<file path="src/card_pin_pkg.sv">
// Shared constants and types for the card host pin interface
package card_pin_pkg;

    // ------------------------------------------------------------------
    // Widths
    // ------------------------------------------------------------------
    localparam int ADDR_W     = 11;
    localparam int TASK_IDX_W = 3;
    localparam int DATA_W     = 16;

    // ------------------------------------------------------------------
    // Address split and fixed pin levels
    // ------------------------------------------------------------------
    localparam logic [10:0] CONFIG_BASE   = 11'h200;
    localparam logic        DETECT_LEVEL  = 1'h0;
    localparam logic        BATTERY_LEVEL = 1'h1;
    localparam logic        AUDIO_NEGATED = 1'h1;

    // ------------------------------------------------------------------
    // Supported transfer modes
    // ------------------------------------------------------------------
    localparam logic [2:0] PIO_MODE_MAX = 3'h6;
    localparam logic [2:0] DMA_MODE_MAX = 3'h4;

    // ------------------------------------------------------------------
    // Enumerations
    // ------------------------------------------------------------------
    typedef enum logic [1:0] {
        MODE_MEM  = 2'h0,
        MODE_IO   = 2'h1,
        MODE_DISK = 2'h3
    } mode_e;

    typedef enum logic [2:0] {
        SPACE_NONE    = 3'h0,
        SPACE_TASK    = 3'h1,
        SPACE_CTRL    = 3'h3,
        SPACE_IOPORT  = 3'h2,
        SPACE_MEMPORT = 3'h6,
        SPACE_CIS     = 3'h7,
        SPACE_CONFIG  = 3'h5
    } space_e;

    typedef enum logic [1:0] {
        DMA_IDLE = 2'h0,
        DMA_REQ  = 2'h1,
        DMA_XFER = 2'h3
    } dma_e;

endpackage : card_pin_pkg

</file>
<file path="src/card_decode_if.sv">
// Carrier between the pin top and its address decoder
`timescale 1ns/1ps
interface card_decode_if;
    card_pin_pkg::mode_e  mode;
    logic [10:0]          addr;
    logic                 first_sel_n;
    logic                 odd_sel_n;
    logic                 attr_n;
    logic                 oe_n;
    logic                 we_n;
    logic                 iord_n;
    logic                 iowr_n;
    logic                 dma_active;
    card_pin_pkg::space_e space;
    logic [10:0]          index;
    logic                 rd;
    logic                 wr;
    logic                 wide;

    modport top (output mode, addr, first_sel_n, odd_sel_n, attr_n, oe_n,
                 we_n, iord_n, iowr_n, dma_active,
                 input space, index, rd, wr, wide);
    modport dec (input mode, addr, first_sel_n, odd_sel_n, attr_n, oe_n,
                 we_n, iord_n, iowr_n, dma_active,
                 output space, index, rd, wr, wide);
endinterface : card_decode_if

</file>
<file path="src/card_addr_decode.sv">
// Address and strobe decoder, registered
`timescale 1ns/1ps
module card_addr_decode (
    // Clock and reset
    input  wire logic   i_core_clk,
    input  wire logic   i_reset,
    // Decode carrier
    card_decode_if.dec  bus
);

    card_pin_pkg::space_e space;
    card_pin_pkg::space_e next_space;
    logic [10:0]          index;
    logic [10:0]          next_index;
    logic                 rd;
    logic                 next_rd;
    logic                 wr;
    logic                 next_wr;
    logic                 wide;
    logic                 next_wide;

    // ------------------------------------------------------------------
    // Next values
    // ------------------------------------------------------------------
    always_comb begin
        next_space = card_pin_pkg::SPACE_NONE;
        next_index = '0;
        next_rd    = 1'b0;
        next_wr    = 1'b0;
        next_wide  = 1'b0;
        if (bus.mode == card_pin_pkg::MODE_DISK) begin
            // Only low three bits; write enable unused
            next_index = {8'h00, bus.addr[2:0]};
            next_rd    = !bus.iord_n;
            next_wr    = !bus.iowr_n;
            if (bus.dma_active) begin
                next_wide = 1'b1;
            end else if (!bus.first_sel_n) begin
                next_space = card_pin_pkg::SPACE_TASK;
            end else if (!bus.odd_sel_n) begin
                next_space = card_pin_pkg::SPACE_CTRL;
            end
        end else if (!bus.first_sel_n || !bus.odd_sel_n) begin
            // Full address with attribute select
            next_index = bus.addr;
            // Upper lane only when both selects driven low
            next_wide  = !bus.first_sel_n && !bus.odd_sel_n;
            if (!bus.attr_n && (!bus.oe_n || !bus.we_n)) begin
                next_space = (bus.addr >= card_pin_pkg::CONFIG_BASE)
                           ? card_pin_pkg::SPACE_CONFIG
                           : card_pin_pkg::SPACE_CIS;
                next_rd    = !bus.oe_n;
                next_wr    = !bus.we_n;
            end else if (bus.mode == card_pin_pkg::MODE_IO &&
                         (!bus.iord_n || !bus.iowr_n)) begin
                next_space = card_pin_pkg::SPACE_IOPORT;
                next_rd    = !bus.iord_n;
                next_wr    = !bus.iowr_n;
            end else if (bus.mode == card_pin_pkg::MODE_MEM &&
                         bus.attr_n && (!bus.oe_n || !bus.we_n)) begin
                next_space = card_pin_pkg::SPACE_MEMPORT;
                next_rd    = !bus.oe_n;
                next_wr    = !bus.we_n;
            end
        end
    end

    // ------------------------------------------------------------------
    // Registers
    // ------------------------------------------------------------------
    always_ff @(posedge i_core_clk) begin
        if (i_reset) begin
            space <= card_pin_pkg::SPACE_NONE;
            index <= '0;
            rd    <= 1'b0;
            wr    <= 1'b0;
            wide  <= 1'b0;
        end else begin
            space <= next_space;
            index <= next_index;
            rd    <= next_rd;
            wr    <= next_wr;
            wide  <= next_wide;
        end
    end

    assign bus.space = space;
    assign bus.index = index;
    assign bus.rd    = rd;
    assign bus.wr    = wr;
    assign bus.wide  = wide;

endmodule : card_addr_decode

</file>
<file path="src/storage_card_host_pin_interface.sv">
// Host pin interface of a flash storage card
`timescale 1ns/1ps
module storage_card_host_pin_interface #(
    parameter bit DMA_SUPPORTED = 1'b1
) (
    // Clock and reset
    input  wire logic        i_core_clk,
    input  wire logic        i_reset,
    // Host address and selects
    input  wire logic [10:0] i_addr,
    input  wire logic        i_command_block_select_n,
    input  wire logic        i_odd_byte_enable_n,
    input  wire logic        i_output_enable_n,
    input  wire logic        i_disk_mode_select_n,
    input  wire logic        i_attr_dma_acknowledge_n,
    input  wire logic        i_io_read_n,
    input  wire logic        i_io_write_n,
    input  wire logic        i_write_enable_n,
    input  wire logic        i_primary_secondary_select_n,
    // Host data
    input  wire logic [15:0] i_data,
    output logic      [15:0] o_data,
    output logic             o_data_low_oe,
    output logic             o_data_high_oe,
    // Fixed and status pins
    output logic             o_battery_detect_first,
    output logic             o_battery_detect_second,
    output logic             o_status_change_alert_n,
    output logic             o_audio_out_n,
    output logic             o_insert_detect_first_n,
    output logic             o_insert_detect_second_n,
    // Shared role pins
    output logic             o_ready_irq,
    output logic             o_wait_io_transfer_ready,
    output logic             o_input_ack_dma_request,
    output logic             o_input_ack_dma_request_oe,
    // Drive handshake pins
    input  wire logic        i_diag_pass_n,
    output logic             o_diag_pass_n,
    output logic             o_diag_pass_n_oe,
    input  wire logic        i_drive_active_second_present_n,
    output logic             o_drive_active_second_present_n,
    output logic             o_drive_active_second_present_n_oe,
    // Card core side
    input  wire logic        i_io_configured,
    input  wire logic        i_status_alert_enable,
    input  wire logic        i_card_ready,
    input  wire logic        i_write_protect,
    input  wire logic        i_irq_pending,
    input  wire logic        i_core_wait,
    input  wire logic        i_diag_passed,
    input  wire logic        i_drive_active,
    input  wire logic        i_dma_data_ready,
    input  wire logic        i_status_change_clear,
    input  wire logic [15:0] i_reg_rdata,
    output logic       [2:0] o_reg_space,
    output logic      [10:0] o_reg_index,
    output logic             o_reg_rd,
    output logic             o_reg_wr,
    output logic             o_reg_wide,
    output logic      [15:0] o_reg_wdata,
    output logic             o_is_secondary,
    output logic             o_peer_diag_passed,
    output logic             o_peer_present,
    output logic             o_dma_xfer,
    output logic             o_fixed_disk,
    output logic       [2:0] o_pio_mode_max,
    output logic             o_dma_supported,
    output logic       [2:0] o_dma_mode_max
);

    card_decode_if          dec_bus ();
    card_pin_pkg::mode_e    mode;
    card_pin_pkg::mode_e    next_mode;
    logic                   strap_done;
    logic                   disk_strap;
    logic                   next_disk_strap;
    logic                   secondary;
    logic                   next_secondary;
    card_pin_pkg::dma_e     dma_state;
    card_pin_pkg::dma_e     next_dma_state;
    logic                   ready_q;
    logic                   protect_q;
    logic                   alert_pend;
    logic                   next_alert_pend;
    logic [15:0]            rdata;
    logic [15:0]            next_rdata;
    logic                   dma_ack;

    // ------------------------------------------------------------------
    // Mode strap and decoder
    // ------------------------------------------------------------------
    always_comb begin
        next_disk_strap = strap_done ? disk_strap : !i_disk_mode_select_n;
        next_secondary  = strap_done ? secondary
                                     : i_primary_secondary_select_n;
        if (disk_strap) begin
            next_mode = card_pin_pkg::MODE_DISK;
        end else if (i_io_configured) begin
            next_mode = card_pin_pkg::MODE_IO;
        end else begin
            next_mode = card_pin_pkg::MODE_MEM;
        end
    end

    always_ff @(posedge i_core_clk) begin
        if (i_reset) begin
            strap_done <= 1'b0;
            disk_strap <= 1'b0;
            secondary  <= 1'b0;
            mode       <= card_pin_pkg::MODE_MEM;
        end else begin
            strap_done <= 1'b1;
            disk_strap <= next_disk_strap;
            secondary  <= next_secondary;
            mode       <= next_mode;
        end
    end

    assign dec_bus.mode        = mode;
    assign dec_bus.addr        = i_addr;
    assign dec_bus.first_sel_n = i_command_block_select_n;
    assign dec_bus.odd_sel_n   = i_odd_byte_enable_n;
    assign dec_bus.attr_n      = i_attr_dma_acknowledge_n;
    assign dec_bus.oe_n        = i_output_enable_n;
    assign dec_bus.we_n        = i_write_enable_n;
    assign dec_bus.iord_n      = i_io_read_n;
    assign dec_bus.iowr_n      = i_io_write_n;
    assign dec_bus.dma_active  = dma_state == card_pin_pkg::DMA_XFER;

    card_addr_decode u_decode (
        .i_core_clk (i_core_clk),
        .i_reset    (i_reset),
        .bus        (dec_bus.dec)
    );

    // ------------------------------------------------------------------
    // DMA handshake and status alert
    // ------------------------------------------------------------------
    // Acknowledge seen only while a DMA is under way
    assign dma_ack = (dma_state != card_pin_pkg::DMA_IDLE)
                   && !i_attr_dma_acknowledge_n;

    always_comb begin
        next_dma_state = dma_state;
        unique case (dma_state)
            card_pin_pkg::DMA_IDLE: begin
                if (DMA_SUPPORTED && mode == card_pin_pkg::MODE_DISK
                    && i_dma_data_ready) begin
                    next_dma_state = card_pin_pkg::DMA_REQ;
                end
            end
            card_pin_pkg::DMA_REQ: begin
                if (dma_ack) begin
                    next_dma_state = card_pin_pkg::DMA_XFER;
                end
            end
            card_pin_pkg::DMA_XFER: begin
                if (!dma_ack) begin
                    next_dma_state = i_dma_data_ready
                                   ? card_pin_pkg::DMA_REQ
                                   : card_pin_pkg::DMA_IDLE;
                end
            end
            default: next_dma_state = card_pin_pkg::DMA_IDLE;
        endcase
        // New change wins over a clear in the same cycle
        next_alert_pend = alert_pend && !i_status_change_clear;
        if (ready_q != i_card_ready || protect_q != i_write_protect) begin
            next_alert_pend = 1'b1;
        end
        next_rdata = rdata;
        if (dec_bus.rd) begin
            next_rdata = i_reg_rdata;
        end
    end

    always_ff @(posedge i_core_clk) begin
        if (i_reset) begin
            dma_state  <= card_pin_pkg::DMA_IDLE;
            ready_q    <= i_card_ready;
            protect_q  <= i_write_protect;
            alert_pend <= 1'b0;
            rdata      <= '0;
        end else begin
            dma_state  <= next_dma_state;
            ready_q    <= i_card_ready;
            protect_q  <= i_write_protect;
            alert_pend <= next_alert_pend;
            rdata      <= next_rdata;
        end
    end

    // ------------------------------------------------------------------
    // Pin roles
    // ------------------------------------------------------------------
    always_comb begin
        o_battery_detect_first  = card_pin_pkg::BATTERY_LEVEL;
        o_battery_detect_second = card_pin_pkg::BATTERY_LEVEL;
        o_audio_out_n           = card_pin_pkg::AUDIO_NEGATED;
        o_status_change_alert_n = card_pin_pkg::BATTERY_LEVEL;
        if (mode == card_pin_pkg::MODE_IO) begin
            o_battery_detect_first  = !(i_status_alert_enable
                                        && alert_pend);
            o_status_change_alert_n = o_battery_detect_first;
        end
        o_insert_detect_first_n  = card_pin_pkg::DETECT_LEVEL;
        o_insert_detect_second_n = card_pin_pkg::DETECT_LEVEL;
        o_input_ack_dma_request_oe = 1'b1;
        o_ready_irq                = 1'b0;
        o_input_ack_dma_request    = 1'b1;
        unique case (mode)
            card_pin_pkg::MODE_MEM: begin
                o_ready_irq             = i_card_ready;
                o_input_ack_dma_request = 1'b1;
            end
            card_pin_pkg::MODE_IO: begin
                o_ready_irq             = !i_irq_pending;
                o_input_ack_dma_request = !(dec_bus.rd &&
                    dec_bus.space == card_pin_pkg::SPACE_IOPORT);
            end
            card_pin_pkg::MODE_DISK: begin
                o_ready_irq             = i_irq_pending;
                o_input_ack_dma_request =
                    dma_state == card_pin_pkg::DMA_REQ;
                o_input_ack_dma_request_oe = DMA_SUPPORTED;
            end
        endcase
        o_wait_io_transfer_ready = !i_core_wait;
    end

    // Open-drain drive handshake, disk mode only
    assign o_diag_pass_n     = 1'b0;
    assign o_diag_pass_n_oe  = mode == card_pin_pkg::MODE_DISK
                             && secondary && i_diag_passed;
    assign o_drive_active_second_present_n = 1'b0;
    assign o_drive_active_second_present_n_oe =
        mode == card_pin_pkg::MODE_DISK
        && (i_drive_active || secondary);
    assign o_peer_diag_passed = mode == card_pin_pkg::MODE_DISK
                              && !i_diag_pass_n;
    assign o_peer_present     = mode == card_pin_pkg::MODE_DISK
                              && !i_drive_active_second_present_n;
    // Select input only matters in disk mode
    assign o_is_secondary = mode == card_pin_pkg::MODE_DISK
                          && secondary;

    assign o_data         = rdata;
    assign o_data_low_oe  = dec_bus.rd;
    assign o_data_high_oe = dec_bus.rd && dec_bus.wide;
    assign o_reg_space    = dec_bus.space;
    assign o_reg_index    = dec_bus.index;
    assign o_reg_rd       = dec_bus.rd;
    assign o_reg_wr       = dec_bus.wr;
    assign o_reg_wide     = dec_bus.wide;
    // Undriven upper lane masked off on narrow writes
    assign o_reg_wdata    = dec_bus.wide ? i_data : {8'h00, i_data[7:0]};
    assign o_dma_xfer     = dec_bus.dma_active;
    assign o_fixed_disk   = mode == card_pin_pkg::MODE_DISK;
    assign o_pio_mode_max = card_pin_pkg::PIO_MODE_MAX;
    assign o_dma_supported = DMA_SUPPORTED;
    assign o_dma_mode_max = DMA_SUPPORTED ? card_pin_pkg::DMA_MODE_MAX
                                          : 3'h0;
endmodule : storage_card_host_pin_interface

</file>
<file path="config.mk">
export PLATFORM = sky130hd
export DESIGN_NAME = storage_card_host_pin_interface
export DESIGN_NICKNAME = d
export VERILOG_FILES = /design/src/card_pin_pkg.sv /design/src/card_decode_if.sv /design/src/card_addr_decode.sv /design/src/storage_card_host_pin_interface.sv
export SDC_FILE = /design/constraint.sdc
export NUM_CORES = 1
export LEC_CHECK = 0
export BUFFER_PORTS_ARGS = -buffer_cell sky130_fd_sc_hd__buf_4
export CAP_MARGIN = 20
export CORE_UTILIZATION = 36
export DETAILED_ROUTE_END_ITERATION = 16
export PLACE_DENSITY = 0.87
export SLEW_MARGIN = 30
export SYNTH_ARGS = -nofsm -noshare
export SYNTH_HDL_FRONTEND = slang
export SYNTH_SLANG_ARGS = --single-unit
export TNS_END_PERCENT = 1
</file>
<file path="constraint.sdc">
create_clock -name i_core_clk -period 1.05 [get_ports i_core_clk]
set_input_delay 0.21 -clock i_core_clk [delete_from_list [all_inputs] [get_ports i_core_clk]]
set_output_delay 0.21 -clock i_core_clk [all_outputs]
set_load 0.01 [all_outputs]
</file>
==> results of run 1 <==
[cells in the final DEF, fill, tap and decap left out, types with 2 or more instances in the layout]
| master | count |
|---|---|
| a21oi_1 | 3 |
| a31oi_1 | 3 |
| and2_1 | 9 |
| and2_2 | 7 |
| and2_4 | 5 |
| buf_12 | 2 |
| buf_4 | 105 |
| buf_6 | 15 |
| clkbuf_8 | 5 |
| clkinv_2 | 3 |
| conb_1 | 14 |
| dfxtp_1 | 34 |
| dfxtp_2 | 5 |
| dfxtp_4 | 4 |
| inv_1 | 4 |
| inv_2 | 2 |
| mux2i_1 | 17 |
| nand2_1 | 5 |
| nand2_4 | 2 |
| nand2b_1 | 3 |
| nand3_1 | 2 |
| nand3b_1 | 2 |
| nor2_1 | 29 |
| o32ai_1 | 2 |
| xnor2_1 | 3 |
[cell families (layout without fill, tap and decap cells)]
kind of cell | Yosys count | count (layout) | synth area share (%)
and+or+nand+nor | 72 | 72 | 20.4
muxes | 18 | 18 | 9.65
other | 2 | 14 | 0.400
DFF | 43 | 43 | 45.8
AOI/OAI and AO/OA | 19 | 19 | 8.26
xor gates and xnor gates | 3 | 3 | 1.40
buffers and inverters | 38 | 136 | 14.0
[sequential cells by signal (all words and copies together), names as in the netlist, 2 cells and up]
signal / cells
o_data: 16
u_decode.bus.index: 11
u_decode.bus.space: 3
dec_bus.mode: 2
dma_state: 2
[cell type report]
| class | count | area (um2) |
|---|---|---|
| Fill cell | 435 | 1950 |
| Inverter | 6 | 22.5 |
| Sequential cell | 43 | 882 |
| Multi-Input combinational cell | 126 | 862 |
| Timing Repair Buffer | 122 | 997 |
| Tap cell | 67 | 83.8 |
| Clock buffer | 5 | 68.8 |
| Clock inverter | 3 | 15.0 |
[cells in the mapped netlist, drive strengths merged, types with 2 or more instances]
master and n:
nand2b 3, and2 21, inv 6, nor2 29, mux2i 17, buf 32
xnor2 3, a221oi 2, conb 2, nand3 3, o32ai 2, o21ai 2
a31oi 3, nand3b 2, nand2 7, dfxtp 43, a21oi 3
[power by group through the flow]
stage               sequential, uW  combinational [uW]  clock [uW]
floorplan                     1850                 366           0
global placement              1820                 692           0
detailed placement            1820                 705           0
CTS                           1790                 729        1060
global route                  1800                 802        1110
finish                        1790                 740        1010
[worst paths after layout]
kind	end	from	depth (start not counted)	slack, ns
worst min-delay path	protect_q	i_write_protect	1	0.04
worst max-delay path	o_input_ack_dma_request	u_decode.bus.space[1]	3	-0.38
worst max register to register	u_decode.bus.wr	dec_bus.mode[0]	3	-0.10
worst min register to register	dec_bus.mode[1]	disk_strap	1	0.47
[per-stage QoR]
stage	utilization [%]	cells	hold WS, ns	power [uW]
finish	60.1	372	0.0359	3540
global route	60.1	372	0.0200	3710
CTS	59.3	372	0.0250	3570
detailed placement	55.9	364	0.333	2530
global placement	55.9	364	0.332	2510
floorplan	-	207	0.238	2210
[per-layer routing]
layer  track usage (%)  vias to the layer above  part of all wire, %  wire length, um
met2              29.8                       76                   52             2400
met5                 0                        -                    0                0
li1                  -                      820                    -                -
met4              5.03                        0                 0.89               41
met3              5.28                        8                  7.7              356
met1              18.0                      754                   39             1810
[timing repair]
item | CTS | global route
endpoints found under the setup margin | 44 | 58
endpoints found under the hold margin | 0 | 0
pin swaps | 2 | 2
gates resized for setup | 27 | 13
==> impl_metrics.env, run 1 <==
export IMPL_cts_hold_buf=0
export IMPL_placed_area_um2=2730
export IMPL_dr_pass1_iters=3
export IMPL_yosysUniqueCellTypes=38
export IMPL_netlist_area_leader_share_pct=45.8
export IMPL_core_area_um2=4880
export IMPL_cp_end_kind="output port"
export IMPL_cts_tree="done"
export IMPL_yosys_area_top_type="dfxtp_1"
export IMPL_ios=143
export IMPL_cts_buffer_depth=2
export IMPL_path_clk_slew_ns=0.08
export IMPL_slowest_delay_ns=0.34
export IMPL_p_comb_share_pct=20.9
export IMPL_syn_area_um2=1880
export IMPL_synth_seq_cells=43
export IMPL_max_cap_violations=0
export IMPL_p_per_area_nw_per_um2=1210
export IMPL_worstPathRequired_ns=0.84
export IMPL_ctsHtreeMaxLevel=2
export IMPL_crit_slowest_cell="dfxtp_2"
export IMPL_period_share_pct=136
export IMPL_ant_nets=0
export IMPL_finClkSkew_ns=0.00552
export IMPL_via_per_inst=4.46
export IMPL_clkPwrFrac_pct=28.6
export IMPL_worst_ep_arrival_time_ns=1.22
export IMPL_fmax_mhz=698
export IMPL_grt_max_degree=30
export IMPL_finalNetCount=370
export IMPL_rsz0062_at_grt="true"
export IMPL_cts_root_buf="clkbuf_8"
export IMPL_hold_viol=0
export IMPL_worstSkewPairLatency_ns=0.29
export IMPL_place_hpwl_um=3550
export IMPL_internal_power_uw=2620
export IMPL_die_w_um=74.3
export IMPL_drive_gt1_share_pct=54.4
export IMPL_swShare_pct=26.0
export IMPL_antennaDiodeCount=0
export IMPL_overflow=0
export IMPL_synth_area_leaders="dfxtp_1 (46%), buf_4 (10%), mux2i_1 (9.1%)"
export IMPL_drv_slew=0
export IMPL_io_buffers=112
export IMPL_syn_avg_cell_area_um2=9.64
export IMPL_hold_class="input pin to flop"
export IMPL_seqPwrFrac_pct=50.5
export IMPL_vias=1658
export IMPL_start_kind="flop"
export IMPL_cts_setup_buffers=0
export IMPL_syn_inst=195
export IMPL_area_growth_synth_to_final_pct=56.0
export IMPL_p_switching_uw=922
export IMPL_drtIter0Drc=20
export IMPL_rows=25
export IMPL_grt_pass1_vias=1500
export IMPL_layout_setup_ws_ns=-0.382
export IMPL_wl_per_cell_um=12.4
export IMPL_initial_core_util_pct=38.5
export IMPL_ir_drop_mv=0.687
export IMPL_status="finished with violations"
export IMPL_period_needed_ns=1.43
export IMPL_leakage_uw=0.00143
export IMPL_detail_route_wirelength_um=4610
export IMPL_crit_chain="nor4bb_4 > o211ai_1 > buf_4"
export IMPL_critPathBufInv=1
export IMPL_dieArea_um2=5510
export IMPL_synth_edf_count=0
export IMPL_track_usage_pct=16.3
export IMPL_synth_flop_cell="dfxtp_1"
export IMPL_drc=0
export IMPL_yosysSeqAreaShare_pct=45.8
export IMPL_place_congestion=0.870
export IMPL_critPathKind="flop to output port"
export IMPL_yosysWarnings=0
export IMPL_dp_slack_ns=-0.190
export IMPL_design_area_um2=2930
export IMPL_setup_violations=38
export IMPL_cts_sinks=43
export IMPL_timing_setup_tns_ns=-4.83
export IMPL_violations="negative setup slack"
export IMPL_grt_antenna_before_repair=0
export IMPL_cp_top_family="flip-flops"
export IMPL_die_h_um=74.3
export IMPL_crit_path_max_fanout=2
export IMPL_cts_buffers_inserted=5
export IMPL_synthArstFlopShare_pct=0
export IMPL_grt_pass1_wl_um=6770
(Power assumes the default switching activity.)
==> inputs of run 2 (changes only) <==
Settings changed: CORE_UTILIZATION 36 to 35, PLACE_DENSITY 0.87 to 0.86.
==> run 2 against run 1 <==
The run still ends with negative setup slack left. Worst hold slack worse by 0.011 ns. Register-to-register slack worse by 0.05 ns. Final cell count up 2.2%. Setup slack worse by 0.013 ns. Clock-buffer cell count up 1. Critical path depth unchanged. Clock power up 32%. Cell area up 1.5%. Via count up 0.90%. Sequential power about the same. Critical path type unchanged.
==> impl_metrics.env, run 2 (same netlist as run 1, synthesis figures left out) <==
export IMPL_worstSkewPairLatency_ns=0.30
export IMPL_drv_slew=0
export IMPL_vias=1673
export IMPL_cp_top_family="flip-flops"
export IMPL_path_clk_slew_ns=0.09
export IMPL_finalNetCount=375
export IMPL_timing_setup_tns_ns=-5.52
export IMPL_track_usage_pct=15.0
export IMPL_crit_chain="xnor2_1 > mux2_4 > buf_6"
export IMPL_max_cap_violations=0
export IMPL_worstPathRequired_ns=0.84
export IMPL_hold_depth=1
export IMPL_leakage_uw=0.00146
export IMPL_drc=0
export IMPL_ir_drop_mv=0.642
export IMPL_cts_buffer_depth=2
export IMPL_cts_hold_buf=0
export IMPL_setup_violations=38
export IMPL_p_per_area_nw_per_um2=1290
export IMPL_drive_gt1_share_pct=54.2
export IMPL_ant_nets=0
export IMPL_place_hpwl_um=3370
export IMPL_antennaDiodeCount=0
export IMPL_layout_common_cells="buf_4 (115), dfxtp_1 (35), nor2_1 (29), mux2i_1 (17), conb_1 (14)"
export IMPL_via_per_inst=4.40
export IMPL_core_area_um2=5140
export IMPL_fmax_mhz=692
export IMPL_r2r_start="dec_bus.mode[0]"
export IMPL_rows=26
export IMPL_start_kind="flop"
export IMPL_largest_reg_flops=16
export IMPL_whs_ns=0.0250
export IMPL_fill_cells=479
export IMPL_ios=143
export IMPL_detail_route_wirelength_um=4350
export IMPL_cts_buffers_inserted=5
export IMPL_hold_class="input pin to flop"
export IMPL_r2r_end="u_decode.bus.space[1]"
export IMPL_multi_input_area_um2=866
export IMPL_io_buffers=112
export IMPL_worstHoldEndpoint="protect_q"
export IMPL_die_w_um=75.3
export IMPL_worst_ep_arrival_time_ns=1.24
export IMPL_critPathKind="flop to output port"
export IMPL_finClkSkew_ns=0.0111
export IMPL_hold_viol=0
export IMPL_grt_max_degree=23
export IMPL_ctsHtreeMaxLevel=2
export IMPL_dr_pass1_iters=4
export IMPL_critPathBufInv=1
export IMPL_rsz0062_at_grt="true"
export IMPL_final_util_pct=57.9
export IMPL_die_h_um=75.3
export IMPL_overflow=0
export IMPL_dieArea_um2=5670
export IMPL_crit_path_max_fanout=11
export IMPL_cts_sinks=43
export IMPL_hp_start="i_write_protect"
export IMPL_slowest_delay_ns=0.40
export IMPL_initial_core_util_pct=36.6
export IMPL_cts_setup_buffers=0
export IMPL_violations="negative setup slack"
export IMPL_period_needed_ns=1.45
export IMPL_regToRegSetupSlack_ns=-0.15
export IMPL_regArea_um2=881
export IMPL_period_share_pct=138
export IMPL_crit_slowest_cell="dfxtp_4"
export IMPL_status="finished with violations"
export IMPL_r2r_cells=4
export IMPL_cts_tree="done"
export IMPL_final_common_cell="buf_4"
export IMPL_cts_root_buf="clkbuf_8"
export IMPL_area_growth_synth_to_final_pct=58.4
export IMPL_grt_pass1_vias=1443
export IMPL_wl_per_cell_um=11.4
export IMPL_place_congestion=0.868
export IMPL_layout_setup_ws_ns=-0.395
export IMPL_cp_end_kind="output port"
export IMPL_grt_antenna_before_repair=0
export IMPL_grt_pass1_wl_um=6350
export IMPL_drtIter0Drc=30
run 2: cell type report:
| class | instances | share of cell area, % |
|---|---|---|
| Timing Repair Buffer | 127 | 33.7 |
| Inverter | 6 | 0.757 |
| Tap cell | 70 | 2.94 |
| Multi-Input combinational cell | 126 | 29.1 |
| Sequential cell | 43 | 29.6 |
| Clock buffer | 6 | 2.77 |
| Clock inverter | 2 | 1.18 |
run 2: metal layers:
metal	wire length [um]	up-vias	global-route usage [%]
li1	-	829	-
met3	394	11	4.82
met5	0	-	0
met1	1640	751	16.5
met4	81	0	6.79
met2	2240	82	26.3
run 2: metrics by stage:
stage	cell area [um2]	total power (uW)	cells	setup WS, ns
global route	2980	4040	380	-0.460
detailed placement	2740	2520	372	-0.203
floorplan	1960	2210	207	-0.0701
CTS	2940	3880	380	-0.411
global placement	2740	2510	372	-0.187
finish	2980	3850	380	-0.395
run 2: power by group:
part           internal, uW  total [uW]  leakage, uW  switching (uW)
combinational           439         734      0.00104             295
clock                   770        1330    0.0000612             561
sequential             1720        1790     0.000358            65.6
run 2: worst reg2reg max path: cells and delay by family, from the launching register on:
family                 cells  cell delay (ns)
buffers and inverters      1             0.17
AO/OA/AOI/OAI              3             0.52
flip-flops                 1             0.40
run 2: worst max-delay path by stage:
stage,startpoint,end,depth (start not counted)
after CTS,u_decode.bus.space[2],o_input_ack_dma_request,3
final,dec_bus.mode[1],o_ready_irq,3
after global routing,u_decode.bus.space[0],o_input_ack_dma_request,3
after detailed placement,dec_bus.mode[0],o_ready_irq,2
after global placement,dec_bus.mode[0],o_ready_irq,2
after floorplan,dec_bus.mode[1],o_status_change_alert_n,4
run 2: what timing repair did:
item | 4_1_cts | 5_1_grt
setup endpoints to repair | 54 | 46
resized for setup | 26 | 11
cloned | 0 | 0
pin swaps | 6 | 3
==> inputs of run 3 (changes only) <==
Settings changed: PLACE_DENSITY 0.86 to 0.83.
Clock period 1.05 ns to 1.5 ns, I/O delays scaled along.
==> run 3 against run 2 <==
The flow still finishes with violations (negative setup slack). Critical endpoint unchanged. Flip-flop and latch count did not move. Global-route usage is 0.57 points higher. Critical path type unchanged. Clock power is 47% lower. First-iteration DRC count up 37%. Cell area shrank 5.8%. Non-clock buffer count shrank 8. Largest cell class unchanged. Wire length rose by 3.4%. Critical path depth rose by 1.
==> impl_metrics.env, run 3 (same netlist as run 1, synthesis figures left out) <==
export IMPL_cts_sinks=43
export IMPL_violations="negative setup slack"
export IMPL_whs_ns=0.126
export IMPL_placed_area_um2=2660
export IMPL_grt_max_degree=21
export IMPL_setup_violations=1
export IMPL_core_area_um2=5140
export IMPL_power_uw=2440
export IMPL_worst_ep_arrival_time_ns=1.22
export IMPL_dr_pass1_iters=4
export IMPL_cts_buffers_inserted=5
export IMPL_r2r_end="u_decode.bus.rd"
export IMPL_vias=1675
export IMPL_regToRegSetupSlack_ns=0.14
export IMPL_cp_end_kind="output port"
export IMPL_die_w_um=75.3
export IMPL_finClkSkew_ns=0.00627
export IMPL_dieArea_um2=5670
export IMPL_wl_per_cell_um=12.1
export IMPL_largest_reg_flops=16
export IMPL_layout_setup_ws_ns=-0.0245
export IMPL_status="finished with violations"
export IMPL_initial_core_util_pct=36.6
export IMPL_layout_common_cells="buf_4 (114), dfxtp_1 (40), nor2_1 (29), mux2i_1 (17), conb_1 (14)"
export IMPL_ios=143
export IMPL_final_common_cell="buf_4"
export IMPL_hold_class="input pin to flop"
export IMPL_cts_root_buf="clkbuf_8"
export IMPL_rows=26
export IMPL_rsz0062_at_grt="true"
export IMPL_period_share_pct=102
export IMPL_detail_route_wirelength_um=4490
export IMPL_worstSkewPairLatency_ns=0.29
export IMPL_leakage_uw=0.00137
export IMPL_grt_pass1_wl_um=6590
export IMPL_grt_pass1_vias=1445
export IMPL_max_cap_violations=0
export IMPL_critPathKind="flop to output port"
export IMPL_io_buffers=112
export IMPL_ant_nets=0
export IMPL_start_kind="flop"
export IMPL_drv_slew=0
export IMPL_place_hpwl_um=3430
export IMPL_fill_cells=485
export IMPL_ir_drop_mv=0.318
export IMPL_track_usage_pct=15.6
export IMPL_hold_viol=0
export IMPL_cts_hold_buf=0
export IMPL_place_congestion=0.799
export IMPL_finalNetCount=367
export IMPL_startpoint="dec_bus.mode[1]"
export IMPL_drtIter0Drc=41
export IMPL_fmax_mhz=656
export IMPL_via_per_inst=4.50
export IMPL_period_needed_ns=1.52
export IMPL_grt_antenna_before_repair=0
export IMPL_p_per_area_nw_per_um2=870
export IMPL_r2r_cells=5
export IMPL_design_area_um2=2800
export IMPL_setup_worst_path_end="o_ready_irq"
export IMPL_worstPathRequired_ns=1.20
export IMPL_overflow=0
export IMPL_cts_buffer_depth=2
export IMPL_drc=0
export IMPL_path_clk_slew_ns=0.08
export IMPL_crit_path_max_fanout=4
export IMPL_cts_tree="done"
export IMPL_area_growth_synth_to_final_pct=49.2
export IMPL_antennaDiodeCount=0
export IMPL_die_h_um=75.3
export IMPL_ctsHtreeMaxLevel=2
export IMPL_drive_gt1_share_pct=48.7
export IMPL_r2r_start="dec_bus.mode[1]"
run 3: cell count changes in the layout (fill, tap and decap cells not counted), moves of 2 or more:
cell,change
dfxtp_1,+5
dfxtp_2,-2
clkbuf_1,+2
buf_6,-7
and2_4,-2
dfxtp_4,-3
run 3: area by class of cell:
cell class              instances  area, um2  area share (%)
repair buffers                119        916            32.7
flip-flops and latches         43        867            30.9
multi-input cells             126        830            29.6
well taps                      70       87.6            3.12
clock buffers                   7       76.3            2.72
inverters                       6       22.5           0.803
clock inverters                 1       5.00           0.178
run 3: how the worst min path moves through the flow:
stage,start,end,slack (ns),cells after the start
floorplan,i_write_protect,protect_q,0.33,0
global placement,i_write_protect,protect_q,0.42,1
detailed placement,i_write_protect,protect_q,0.42,1
CTS,i_write_protect,protect_q,0.12,1
global route,i_write_protect,protect_q,0.11,1
finish,i_write_protect,protect_q,0.13,1
run 3: report_power, final:
group / switching [uW] / internal [uW] / total, uW
logic: 203 / 281 / 484
registers: 40.6 / 1210 / 1250
clock network: 380 / 327 / 707
total: 624 / 1820 / 2440
run 3: repair_timing:
item,4_1_cts,5_1_grt
resized for setup,10,7
hold endpoints to repair,0,0
buffers inserted,1,0
pin swaps,0,1
endpoints found under the setup margin,10,10
run 3: worst max-delay path, stage by stage (launching register included):
cell	delay, ns
dfxtp_2	0.33
buf_6	0.11
xnor2_1	0.11
mux2_4	0.26
buf_6	0.12
run 3: layer usage:
metal | share of wire, % | wire length [um] | global-route usage [%]
met5 | 0 | 0 | 0
met2 | 51 | 2280 | 27.0
met1 | 39 | 1740 | 18.2
met3 | 8.7 | 392 | 4.82
met4 | 1.6 | 73 | 5.14
run 3: metrics by stage:
| step | utilization, % | TNS, ns | cells | setup slack [ns] |
|---|---|---|---|---|
| after CTS | 54.1 | -0.0785 | 372 | -0.0369 |
| after global placement | 51.7 | 0 | 363 | 0.209 |
| after detailed placement | 51.7 | 0 | 363 | 0.176 |
| after global routing | 54.6 | -0.183 | 372 | -0.0653 |
| after floorplan | - | 0 | 207 | 0.179 |
| final | 54.6 | -0.0245 | 372 | -0.0245 |
